**config.mk**
```make
export PLATFORM = sky130hd
export DESIGN_NAME = bsbs_top
export DESIGN_NICKNAME = d
export VERILOG_FILES = /design/src/bsbs_pkg.sv /design/src/bsbs_rst_len.sv /design/src/bsbs_spi_detect.sv /design/src/bsbs_top.sv
export SDC_FILE = /design/constraint.sdc
export NUM_CORES = 1
export LEC_CHECK = 0
export BUFFER_PORTS_ARGS = -buffer_cell sky130_fd_sc_hd__buf_2
export CAP_MARGIN = 10
export CORE_UTILIZATION = 53
export DETAILED_ROUTE_END_ITERATION = 16
export GPL_ROUTABILITY_DRIVEN = 0
export PLACE_DENSITY = 0.81
export SYNTH_ARGS = -nofsm -noshare
export SYNTH_HDL_FRONTEND = slang
export SYNTH_HIERARCHICAL = 1
export SYNTH_SLANG_ARGS = --single-unit
```
**constraint.sdc**
```tcl
create_clock -name REF_CLK -period 1.8 [get_ports REF_CLK]
set_input_delay 0.27 -clock REF_CLK [delete_from_list [all_inputs] [get_ports REF_CLK]]
set_output_delay 0.27 -clock REF_CLK [all_outputs]
set_load 0.02 [all_outputs]
```
**src/bsbs_pkg.sv**
```systemverilog
// Shared constants and types for the strap sense and boot sequencer
package bsbs_pkg;
   localparam int unsigned CLK_HZ = 10000000;
   localparam int unsigned CLK_PERIOD_NS = 100;
   localparam int unsigned SENSE_WAIT_MS = 3;
   localparam int unsigned SENSE_WAIT_CYC = SENSE_WAIT_MS * (CLK_HZ / 1000);
   localparam int unsigned BOOT_LIMIT_S = 1;
   localparam int unsigned BOOT_LIMIT_CYC = BOOT_LIMIT_S * CLK_HZ - 1;
   localparam int unsigned DIG_RST_MIN_NS = 100;
   localparam int unsigned DIG_RST_MAX_NS = 1000;
   localparam int unsigned ANA_RST_MIN_NS = 10000;
   localparam int unsigned ANA_RST_CYC = (ANA_RST_MIN_NS + CLK_PERIOD_NS - 1) / CLK_PERIOD_NS;
   localparam int unsigned SPI_DETECT_EDGES = 2;
   localparam int unsigned STRAP_W = 3;
   localparam int unsigned CLK_SEL_LO = 0;
   localparam int unsigned CLK_SEL_HI = 1;
   localparam int unsigned BOOT_SEL_BIT = 2;
   localparam logic [STRAP_W-1:0] STRAP_RESET = 3'h0;
   typedef enum logic [1:0] {BSBS_CLK_XTAL, BSBS_CLK_FS8K, BSBS_CLK_FS16K,
      BSBS_CLK_RSVD} bsbs_clk_t;
   typedef enum logic [1:0] {BSBS_PORT_NONE, BSBS_PORT_I2C, BSBS_PORT_SPI} bsbs_port_t;
endpackage

```
**src/bsbs_rst_len.sv**
```systemverilog
// Measures reset low time on the clock to tell a digital from an analog reset
`timescale 1ns/1ps
`default_nettype none
module bsbs_rst_len
   import bsbs_pkg::*;
#(
   parameter int unsigned ANA_CYC = ANA_RST_CYC
) (
   input wire logic clk,
   input wire logic rst_in_n,
   input wire logic por_n,
   output logic analog_rst
);
   // The valid clocks run during reset, so the low time is counted on the clock
   logic [15:0] low_cnt_r;
   logic analog_r;
   wire long_low = (low_cnt_r >= 16'(ANA_CYC));
   always_ff @(posedge clk or negedge por_n) begin
      if (!por_n) begin
         low_cnt_r <= 16'h0000;
         analog_r <= 1'b1;
      end else if (!rst_in_n) begin
         if (!long_low) begin
            low_cnt_r <= low_cnt_r + 16'h0001;
         end
         if (long_low) begin
            analog_r <= 1'b1;
         end
      end else begin
         low_cnt_r <= 16'h0000;
         analog_r <= 1'b0;
      end
   end
   assign analog_rst = analog_r | long_low;
endmodule
`default_nettype wire

```
**src/bsbs_spi_detect.sv**
```systemverilog
// Host port mode detector: two serial clock cycles select SPI, else I2C
`timescale 1ns/1ps
`default_nettype none
module bsbs_spi_detect
   import bsbs_pkg::*;
(
   input wire logic clk,
   input wire logic rst_n,
   input wire logic enable,
   input wire logic host_sclk,
   input wire logic i2c_start,
   output bsbs_port_t port_mode
);
   logic sclk_d_r;
   logic [1:0] rise_cnt_r;
   bsbs_port_t mode_r;
   wire rise = host_sclk & ~sclk_d_r;
   always_ff @(posedge clk or negedge rst_n) begin
      if (!rst_n) begin
         sclk_d_r <= 1'b0;
         rise_cnt_r <= 2'h0;
         mode_r <= BSBS_PORT_NONE;
      end else begin
         sclk_d_r <= host_sclk;
         if (enable && mode_r == BSBS_PORT_NONE) begin
            // First interface to start the load locks the port
            if (rise && rise_cnt_r == 2'(SPI_DETECT_EDGES - 1)) begin
               mode_r <= BSBS_PORT_SPI;
            end else if (i2c_start) begin
               mode_r <= BSBS_PORT_I2C;
            end
            if (rise) begin
               rise_cnt_r <= rise_cnt_r + 2'h1;
            end
         end
      end
   end
   assign port_mode = mode_r;
endmodule
`default_nettype wire

```
**src/bsbs_top.sv**
```systemverilog
// Strap sense and boot sequencer top level
`timescale 1ns/1ps
`default_nettype none
module bsbs_top
   import bsbs_pkg::*;
#(
   parameter int unsigned WAIT_CYC = SENSE_WAIT_CYC,
   parameter int unsigned BOOT_CYC = BOOT_LIMIT_CYC,
   parameter int unsigned ANA_CYC = ANA_RST_CYC
) (
   input wire logic REF_CLK,
   input wire logic RST_N,
   input wire logic POR_N,
   input wire logic [STRAP_W-1:0] STRAP_IN,
   input wire logic SUPPLY_SELECT_STRAP,
   input wire logic CORE_SUPPLY_GOOD,
   input wire logic PLL_LOCKED,
   input wire logic PORT_A_FRAME_SYNC,
   input wire logic PORT_A_BIT_CLOCK,
   input wire logic HOST_SCLK,
   input wire logic HOST_I2C_START,
   input wire logic HOST_LOAD_DONE,
   input wire logic FLASH_FW_DONE,
   input wire logic FLASH_CFG_DONE,
   input wire logic EVENT_ACK,
   output logic [STRAP_W-1:0] BOOT_SENSE,
   output logic SENSE_VALID,
   output bsbs_clk_t CLK_SOURCE,
   output logic CLK_SOURCE_BAD,
   output logic PLL_REF_FS,
   output logic REG_ENABLE,
   output logic PLL_ENABLE,
   output logic EVENT_POST,
   output logic EVENT_PENDING,
   output logic HOST_INTERRUPT_N,
   output logic HOST_INTERRUPT_N_OE,
   output logic FLASH_READ_EN,
   output logic FLASH_CHIP_SELECT_N,
   output logic FLASH_CHIP_SELECT_N_OE,
   output logic LOAD_CFG_PHASE,
   output bsbs_port_t HOST_PORT_MODE,
   output logic BOOT_DONE,
   output logic BOOT_TIMEOUT,
   output logic GPIO_STRAP_FREE,
   output logic ANALOG_RESET
);
   typedef enum logic [2:0] {S_SENSE, S_WAIT, S_REG, S_PLL, S_READY, S_LOAD_FW,
      S_LOAD_CFG, S_RUN} bsbs_state_t;

   bsbs_state_t state_r, state_nxt;
   logic [STRAP_W-1:0] strap_r;
   logic [31:0] wait_cnt_r;
   logic [31:0] boot_cnt_r;
   logic event_pend_r, event_done_r, event_post_r;
   logic int_n_r;
   logic reg_en_r, pll_en_r;
   logic timeout_r;
   logic analog_rst;
   bsbs_port_t port_mode;

   // Clock and boot source decode
   function automatic bsbs_clk_t bsbs_clk_decode(input logic [STRAP_W-1:0] s);
      unique case ({s[CLK_SEL_HI], s[CLK_SEL_LO]})
         2'h0: bsbs_clk_decode = BSBS_CLK_XTAL;
         2'h1: bsbs_clk_decode = BSBS_CLK_FS8K;
         2'h2: bsbs_clk_decode = BSBS_CLK_FS16K;
         2'h3: bsbs_clk_decode = BSBS_CLK_RSVD;
      endcase
   endfunction

   wire auto_boot = strap_r[BOOT_SEL_BIT];
   wire bsbs_clk_t clk_src = bsbs_clk_decode(strap_r);
   wire wait_done = (wait_cnt_r >= WAIT_CYC - 1);
   wire booting = (state_r != S_SENSE) && (state_r != S_WAIT) && (state_r != S_RUN);
   // The supply input is gated off when SUPPLY_SELECT_STRAP is set, so S_REG waits on CORE_SUPPLY_GOOD only with the strap low
   wire supply_ok = SUPPLY_SELECT_STRAP ? 1'b1 : CORE_SUPPLY_GOOD;
   wire host_en = (state_r == S_READY) && !auto_boot;

   // Regulator and PLL are held off only by an analog reset
   bsbs_rst_len #(
      .ANA_CYC(ANA_CYC)
   ) u_rst_len (
      .clk(REF_CLK),
      .rst_in_n(RST_N),
      .por_n(POR_N),
      .analog_rst(analog_rst)
   );

   bsbs_spi_detect u_spi_detect (
      .clk(REF_CLK),
      .rst_n(RST_N),
      .enable(host_en),
      .host_sclk(HOST_SCLK),
      .i2c_start(HOST_I2C_START),
      .port_mode(port_mode)
   );

   always_comb begin
      state_nxt = state_r;
      unique case (state_r)
         S_SENSE: state_nxt = S_WAIT;
         S_WAIT: if (wait_done) begin
            state_nxt = S_REG;
         end
         S_REG: if (supply_ok) begin
            state_nxt = S_PLL;
         end
         S_PLL: if (PLL_LOCKED) begin
            state_nxt = S_READY;
         end
         S_READY: if (auto_boot) begin
            state_nxt = S_LOAD_FW;
         end else if (port_mode != BSBS_PORT_NONE) begin
            state_nxt = S_LOAD_FW;
         end
         S_LOAD_FW: if (auto_boot ? FLASH_FW_DONE : HOST_LOAD_DONE) begin
            state_nxt = auto_boot ? S_LOAD_CFG : S_RUN;
         end
         S_LOAD_CFG: if (FLASH_CFG_DONE) begin
            state_nxt = S_RUN;
         end
         S_RUN: state_nxt = S_RUN;
      endcase
   end

   always_ff @(posedge REF_CLK or negedge RST_N) begin
      if (!RST_N) begin
         state_r <= S_SENSE;
      end else begin
         state_r <= state_nxt;
      end
   end

   // Straps sampled once, then the pins belong to other functions
   always_ff @(posedge REF_CLK or negedge RST_N) begin
      if (!RST_N) begin
         strap_r <= STRAP_RESET;
      end else if (state_r == S_SENSE) begin
         strap_r <= STRAP_IN;
      end
   end

   always_ff @(posedge REF_CLK or negedge RST_N) begin
      if (!RST_N) begin
         wait_cnt_r <= 32'h0;
      end else if (state_r == S_WAIT && !wait_done) begin
         wait_cnt_r <= wait_cnt_r + 32'h1;
      end
   end

   // Analog reset drops both supply control and PLL
   always_ff @(posedge REF_CLK or negedge POR_N) begin
      if (!POR_N) begin
         reg_en_r <= 1'b0;
         pll_en_r <= 1'b0;
      end else if (analog_rst) begin
         reg_en_r <= 1'b0;
         pll_en_r <= 1'b0;
      end else begin
         if (state_r == S_REG) begin
            reg_en_r <= !SUPPLY_SELECT_STRAP;
         end
         if (state_r == S_PLL) begin
            pll_en_r <= 1'b1;
         end
      end
   end

   // Ready event and interrupt, posted once per boot
   always_ff @(posedge REF_CLK or negedge RST_N) begin
      if (!RST_N) begin
         event_pend_r <= 1'b0;
         event_done_r <= 1'b0;
         event_post_r <= 1'b0;
         int_n_r <= 1'b1;
      end else begin
         event_post_r <= 1'b0;
         if (state_r == S_READY && !event_done_r) begin
            event_done_r <= 1'b1;
            event_post_r <= 1'b1;
            event_pend_r <= 1'b1;
            int_n_r <= 1'b0;
         end else if (EVENT_ACK) begin
            // Set above wins over an acknowledge in the same cycle
            event_pend_r <= 1'b0;
            int_n_r <= 1'b1;
         end
      end
   end

   // Boot time supervision for flash boot
   always_ff @(posedge REF_CLK or negedge RST_N) begin
      if (!RST_N) begin
         boot_cnt_r <= 32'h0;
         timeout_r <= 1'b0;
      end else if (auto_boot && booting) begin
         if (boot_cnt_r >= BOOT_CYC) begin
            timeout_r <= 1'b1;
         end else begin
            boot_cnt_r <= boot_cnt_r + 32'h1;
         end
      end
   end

   wire flash_active = auto_boot && (state_r == S_LOAD_FW || state_r == S_LOAD_CFG);

   assign BOOT_SENSE = strap_r;
   assign SENSE_VALID = (state_r != S_SENSE);
   assign CLK_SOURCE = clk_src;
   assign CLK_SOURCE_BAD = SENSE_VALID && (clk_src == BSBS_CLK_RSVD);
   assign PLL_REF_FS = (clk_src != BSBS_CLK_XTAL);
   assign REG_ENABLE = reg_en_r;
   assign PLL_ENABLE = pll_en_r;
   assign EVENT_POST = event_post_r;
   assign EVENT_PENDING = event_pend_r;
   // Open-drain style: only drives while asserting, released in reset
   assign HOST_INTERRUPT_N = int_n_r;
   assign HOST_INTERRUPT_N_OE = !int_n_r && RST_N;
   assign FLASH_READ_EN = flash_active;
   assign FLASH_CHIP_SELECT_N = !flash_active;
   assign FLASH_CHIP_SELECT_N_OE = auto_boot && SENSE_VALID && RST_N;
   assign LOAD_CFG_PHASE = (state_r == S_LOAD_CFG);
   assign HOST_PORT_MODE = port_mode;
   assign BOOT_DONE = (state_r == S_RUN);
   assign BOOT_TIMEOUT = timeout_r;
   assign GPIO_STRAP_FREE = SENSE_VALID;
   assign ANALOG_RESET = analog_rst;
endmodule
`default_nettype wire

```
== After elaboration in Yosys (flattened, before gate mapping) ==
Index checks and enable logic that the tools add are counted.
Cells by class
  reduce and logical (&&, ||, !) cells: 36
  magnitude comparators: 3
  bitwise operators: 4
  add/sub/neg operators: 4
  eq/ne operators: 21
  mux-type cells: 27
Operators by type and width (count)
  $add A32 B1 Y32 const B: 2
  $ge A32 B15 Y1 const B: 1
  $ge A32 B24 Y1 const B: 1
  $mux W16: 2
  $pmux W3 S8: 1
  $mux W3: 7
  $add A16 B1 Y16 const B: 1
  $ge A16 B7 Y1 const B: 1
  $mux W1: 14
  $reduce_bool A2 Y1: 7
  $logic_and A1 B1 Y1: 13
  $eq A3 B3 Y1 const B: 4
  $ne A2 B2 Y1 const B: 6
  $pmux W2 S4: 1
  $reduce_and A2 Y1: 4
  $eq A2 B2 Y1 const B: 3
  $eq A3 B2 Y1 const B: 2
  $logic_not A1 Y1: 6
  $ne A3 B3 Y1 const B: 2
  $reduce_and A6 Y1: 1
  $eq A2 B1 Y1 const B: 2
  $logic_not A2 Y1: 2
  $mux W2: 2
  $eq A3 B1 Y1 const B: 1
  other kinds (8): 9
Storage, ports and cells
  logic and storage cells: 111
  output and inout bits: 24
  register bits after elaboration: 99

== Depth between registers and ports, before layout ==
  word-level depth: 5
  mapped depth: 8
  gate-level depth less buffers: 6

== Cells and area by module ==
Netlist, hierarchy kept.
By module, submodules not included
  bsbs_top: cells each 322, area each 3425.8 um2, times used 1
  bsbs_rst_len: cells each 64, area each 763.2 um2, times used 1
  bsbs_spi_detect: cells each 16, area each 226.5 um2, times used 1

== Least setup slack after synthesis ==
OpenSTA, ideal clock, no wires.
  path kind: register to register
  from: register strap_r[2], in the netlist BOOT_SENSE[2]
  to: register boot_cnt_r[19]
  cell stages (with the launch flop): 8
  clock period less this slack: 1769 ps
  arrival: 1647 ps
  slack: 31 ps
  buffers on the path: 2
  cells stage by stage: dfrtp_1 -> buf_2 -> o21ai_1 -> or2_1 -> a211oi_2 -> buf_4 -> nand4_1 -> xnor2_1
Between the ends
  longest elaborated chain between the ends: 2
RTL lines
  from (decl): RTL line bsbs_top.sv:51  | logic [STRAP_W-1:0] strap_r;
  from (signal assigned): RTL line bsbs_top.sv:137  | strap_r <= STRAP_RESET;
  from (signal assigned): RTL line bsbs_top.sv:139  | strap_r <= STRAP_IN;
  $logic_and A1 B1 Y1: RTL line bsbs_top.sv:196  | end else if (auto_boot && booting) begin
  $reduce_and A2 Y1 (no source line)
  to (signal assigned): RTL line bsbs_top.sv:200  | boot_cnt_r <= boot_cnt_r + 32'h1;
  to (decl): RTL line bsbs_top.sv:53  | logic [31:0] boot_cnt_r;
No other way between the ends.
A chain may end at the register's enable or synchronous reset.

== Final worst setup path ==
  from: register u_rst_len.low_cnt_r[11]
  to: output ANALOG_RESET
Between the ends
  longest elaborated chain between the ends: 2
RTL lines
  from (decl): RTL line bsbs_rst_len.sv:15  | logic [15:0] low_cnt_r;
  from (signal assigned): RTL line bsbs_rst_len.sv:24  | low_cnt_r <= low_cnt_r + 16'h0001;
  $ge A16 B7 Y1: RTL line bsbs_rst_len.sv:17  | wire long_low = (low_cnt_r >= 16'(ANA_CYC));
  $or A1 B1 Y1: RTL line bsbs_rst_len.sv:34  | assign analog_rst = analog_r | long_low;
  to (decl): RTL line bsbs_top.sv:45  | output logic ANALOG_RESET
No other way between the ends.

==> flow_metrics.env <==
export IMPL_vias=3279
export IMPL_drive_gt1_share_pct=40.4
export IMPL_postSynthRegisterBits=99
export IMPL_ctsLongestPathBuffers=2
export IMPL_start_util_pct=56.0
export IMPL_startpoint_type="flop"
export IMPL_asyncSetResetFlopFracSynth_pct=100
export IMPL_period_share_pct=108
export IMPL_die_width_um=93.3
export IMPL_final_common_cell="dfrtp_1"
export IMPL_skew_ns=0.0117
export IMPL_wire_per_inst_um=18.4
export IMPL_reg2reg_to="state_r[0]"
export IMPL_grt_pass1_wl_mm=15.9
export IMPL_insertedDiodeCount=0
export IMPL_synth_area_per_cell_um2=11.0
export IMPL_switching_power_mw=1.57
export IMPL_grt_pass1_vias=3345
export IMPL_fin_ws_ns=-0.143
export IMPL_core_rowCount=32
export IMPL_violations="negative setup slack"
export IMPL_crit_type="flop to output pin"
export IMPL_drv_cap=0
export IMPL_dr_pass1_iters=4
export IMPL_synthesis_nets=424
export IMPL_num_io_pins=41
export IMPL_synth_area_um2=4420
export IMPL_endpoint="ANALOG_RESET"
export IMPL_crit_fanout=2
export IMPL_die_h_um=93.3
export IMPL_dieArea_um2=8700
export IMPL_max_slew_margin_pct=70.1
export IMPL_p_int_mw=3.96
export IMPL_avgViaCountPerCell=5.65
export IMPL_ant_nets=0
export IMPL_worst_r2r_cell_count=7
export IMPL_grt_max_degree=34
export IMPL_slew_violations=0
export IMPL_place_area_um2=4820
export IMPL_switching_share_pct=28.4
export IMPL_clk_latency_ns=0.36
export IMPL_cp_end_kind="output pin"
export IMPL_worstHoldPathType="input pin to flop"
export IMPL_arrival_ns=1.67
export IMPL_status="finished with violations"
export IMPL_synth_edf_count=0
export IMPL_r2r_start="state_r[1]"
export IMPL_place_hpwl_mm=6.14
export IMPL_ys_seq_area_share_pct=56.2
export IMPL_final_area_um2=5750
export IMPL_p_clk_share_pct=30.6
export IMPL_fillCellCount=481
export IMPL_cts_max_level=3
export IMPL_grt_overflow=0
export IMPL_yosysUniqueCellTypes=52
export IMPL_antenna_found_initial=0
export IMPL_startpoint="u_rst_len/low_cnt_r[11]"
export IMPL_clkTransAtPathRegs_ns=0.10
export IMPL_io_buffers=38
export IMPL_timing_fmax_mhz=515
export IMPL_numCtsBuffers=9
export IMPL_fin_cells=580
export IMPL_syn_instance_count=402
export IMPL_drt_iter0_drc=100
export IMPL_nets=495
export IMPL_p_seq_share_pct=44.2
export IMPL_routed_wl_mm=10.7
export IMPL_total_power_mw=5.53
export IMPL_hold_viol_final=0
export IMPL_setup_viol=36
export IMPL_track_usage_pct=24.2
export IMPL_worst_pin_slew_ns=0.447
export IMPL_cts_tree="built"
export IMPL_clockRootBuffer="clkbuf_8"
export IMPL_route_detailed_drc=0
export IMPL_fin_crit_ns=1.94
export IMPL_r2r_slack_ns=-0.13
export IMPL_multi_input_comb_area_um2=2090
export IMPL_fp_coreArea_um2=7890
export IMPL_syn_to_final_growth_pct=30.3
export IMPL_clock_sinks=99
export IMPL_mostFrequentLayoutCells="dfrtp_1 (91), buf_4 (47), buf_2 (31)"
export IMPL_powerDensity_nw_per_um2=962
export IMPL_ys_flop_type="dfrtp_1"
export IMPL_p_comb_share_pct=25.2
export IMPL_leakagePower_nw=2.73
export IMPL_yosys_warnings=6
export IMPL_rsz0062_at_grt="true"
export IMPL_peakVddDrop_v=0.000641
export IMPL_cp_required_ns=1.53
export IMPL_ff_latch_area_um2=2490
export IMPL_dpl_cell_count=537
cell type report:
type / count / share of cell area [%]
Clock buffer: 10 / 2.22
Clock inverter: 6 / 1.94
Inverter: 10 / 0.652
Multi-Input combinational cell: 252 / 36.3
Sequential cell: 99 / 43.2
Tap cell: 102 / 2.22
Timing Repair Buffer: 101 / 13.4
power by group through the flow:
stage / combinational, mW / sequential, mW / clock, mW
final: 1.39 / 2.45 / 1.69
after global routing: 1.46 / 2.46 / 1.80
after CTS: 1.11 / 2.43 / 1.70
after detailed placement: 0.847 / 2.47 / 0
after global placement: 0.822 / 2.46 / 0
after floorplan: 0.525 / 2.44 / 0
per-layer routing:
| layer | track usage (%) | wire length [µm] |
|---|---|---|
| met5 | 0 | 0 |
| met4 | 8.85 | 335 |
| met3 | 5.37 | 370 |
| met2 | 40.0 | 5470 |
| met1 | 31.5 | 4510 |
critical path: stages, from the launching register on:
cell and delay, ns:
dfrtp_1 0.42, nor4_4 0.37, nand4_4 0.12, or2_4 0.26
buf_6 0.13
how the worst min path moves through the flow:
| stage | start | to | slack, ns | cells past startpoint |
|---|---|---|---|---|
| after floorplan | RST_N | BOOT_SENSE[0] | -0.03 | 0 |
| after global placement | RST_N | BOOT_SENSE[1] | 0.12 | 1 |
| after detailed placement | RST_N | BOOT_SENSE[0] | 0.12 | 1 |
| after CTS | HOST_SCLK | u_spi_detect/sclk_d_r | 0.02 | 1 |
| after global routing | HOST_SCLK | u_spi_detect/sclk_d_r | 0.01 | 1 |
| final | HOST_SCLK | u_spi_detect/sclk_d_r | 0.03 | 1 |
Yosys cell counts, types with 4 or more instances:
master     n  area [µm²]
a21oi_1    7        35.0
and3_1    19         119
buf_2      5        25.0
buf_4      4        30.0
clkbuf_1  31         116
dfrtp_1   97        2430
ha_1       5        62.6
inv_1      9        33.8
mux2i_1    4        40.0
nand2_1   26        97.6
nand2b_1   4        25.0
nand3_1   25         125
nand4_1   17         106
nor2_1    18        67.6
nor2b_1   17         106
nor3_1     8        40.0
nor3b_1    4        30.0
nor4_1     8        50.1
o21ai_0    8        40.0
or3_1      4        25.0
xnor2_1   34         298
state kept, by name, indices dropped and copies added (netlist names):
register,cells
boot_cnt_r,32
wait_cnt_r,32
u_rst_len/low_cnt_r,16
BOOT_SENSE,3
state_r,3
u_spi_detect/port_mode,2
u_spi_detect/rise_cnt_r,2
BOOT_TIMEOUT,1
EVENT_PENDING,1
EVENT_POST,1
HOST_INTERRUPT_N,1
PLL_ENABLE,1
REG_ENABLE,1
event_done_r,1
u_rst_len/analog_r,1
u_spi_detect/sclk_d_r,1
cells by family (layout without fill, tap and decap cells):
logic type,Yosys count,count (layout),share of synthesized area (%)
muxes,8,8,1.93
xor gates and xnor gates,37,37,7.51
DFF,99,99,56.2
adders and majority gates,5,5,1.42
and+or+nand+nor,170,170,22.6
AOI/OAI and AO/OA,32,32,5.41
buffers and inverters,51,127,4.99
through the flow:
step	utilization (%)	setup slack, ns	hold WS, ns	TNS (ns)
2_1_floorplan	-	0.0308	-0.0256	0
3_3_place_gp	61.2	-0.0375	0.121	-0.0406
3_5_place_dp	61.2	-0.0741	0.125	-0.531
4_1_cts	68.1	-0.156	0.0197	-0.242
5_1_grt	72.9	-0.201	0.00975	-4.72
6_report	72.9	-0.143	0.0260	-1.72
repair_timing:
item	in CTS	in global routing
pin swaps	27	48
hold buffers	2	0
buffers inserted	14	10
setup endpoints to repair	28	47
hold endpoints to repair	24	0
gates cloned	2	0
resized for setup	44	69
Note: power is estimated with default switching activity, not from simulation.
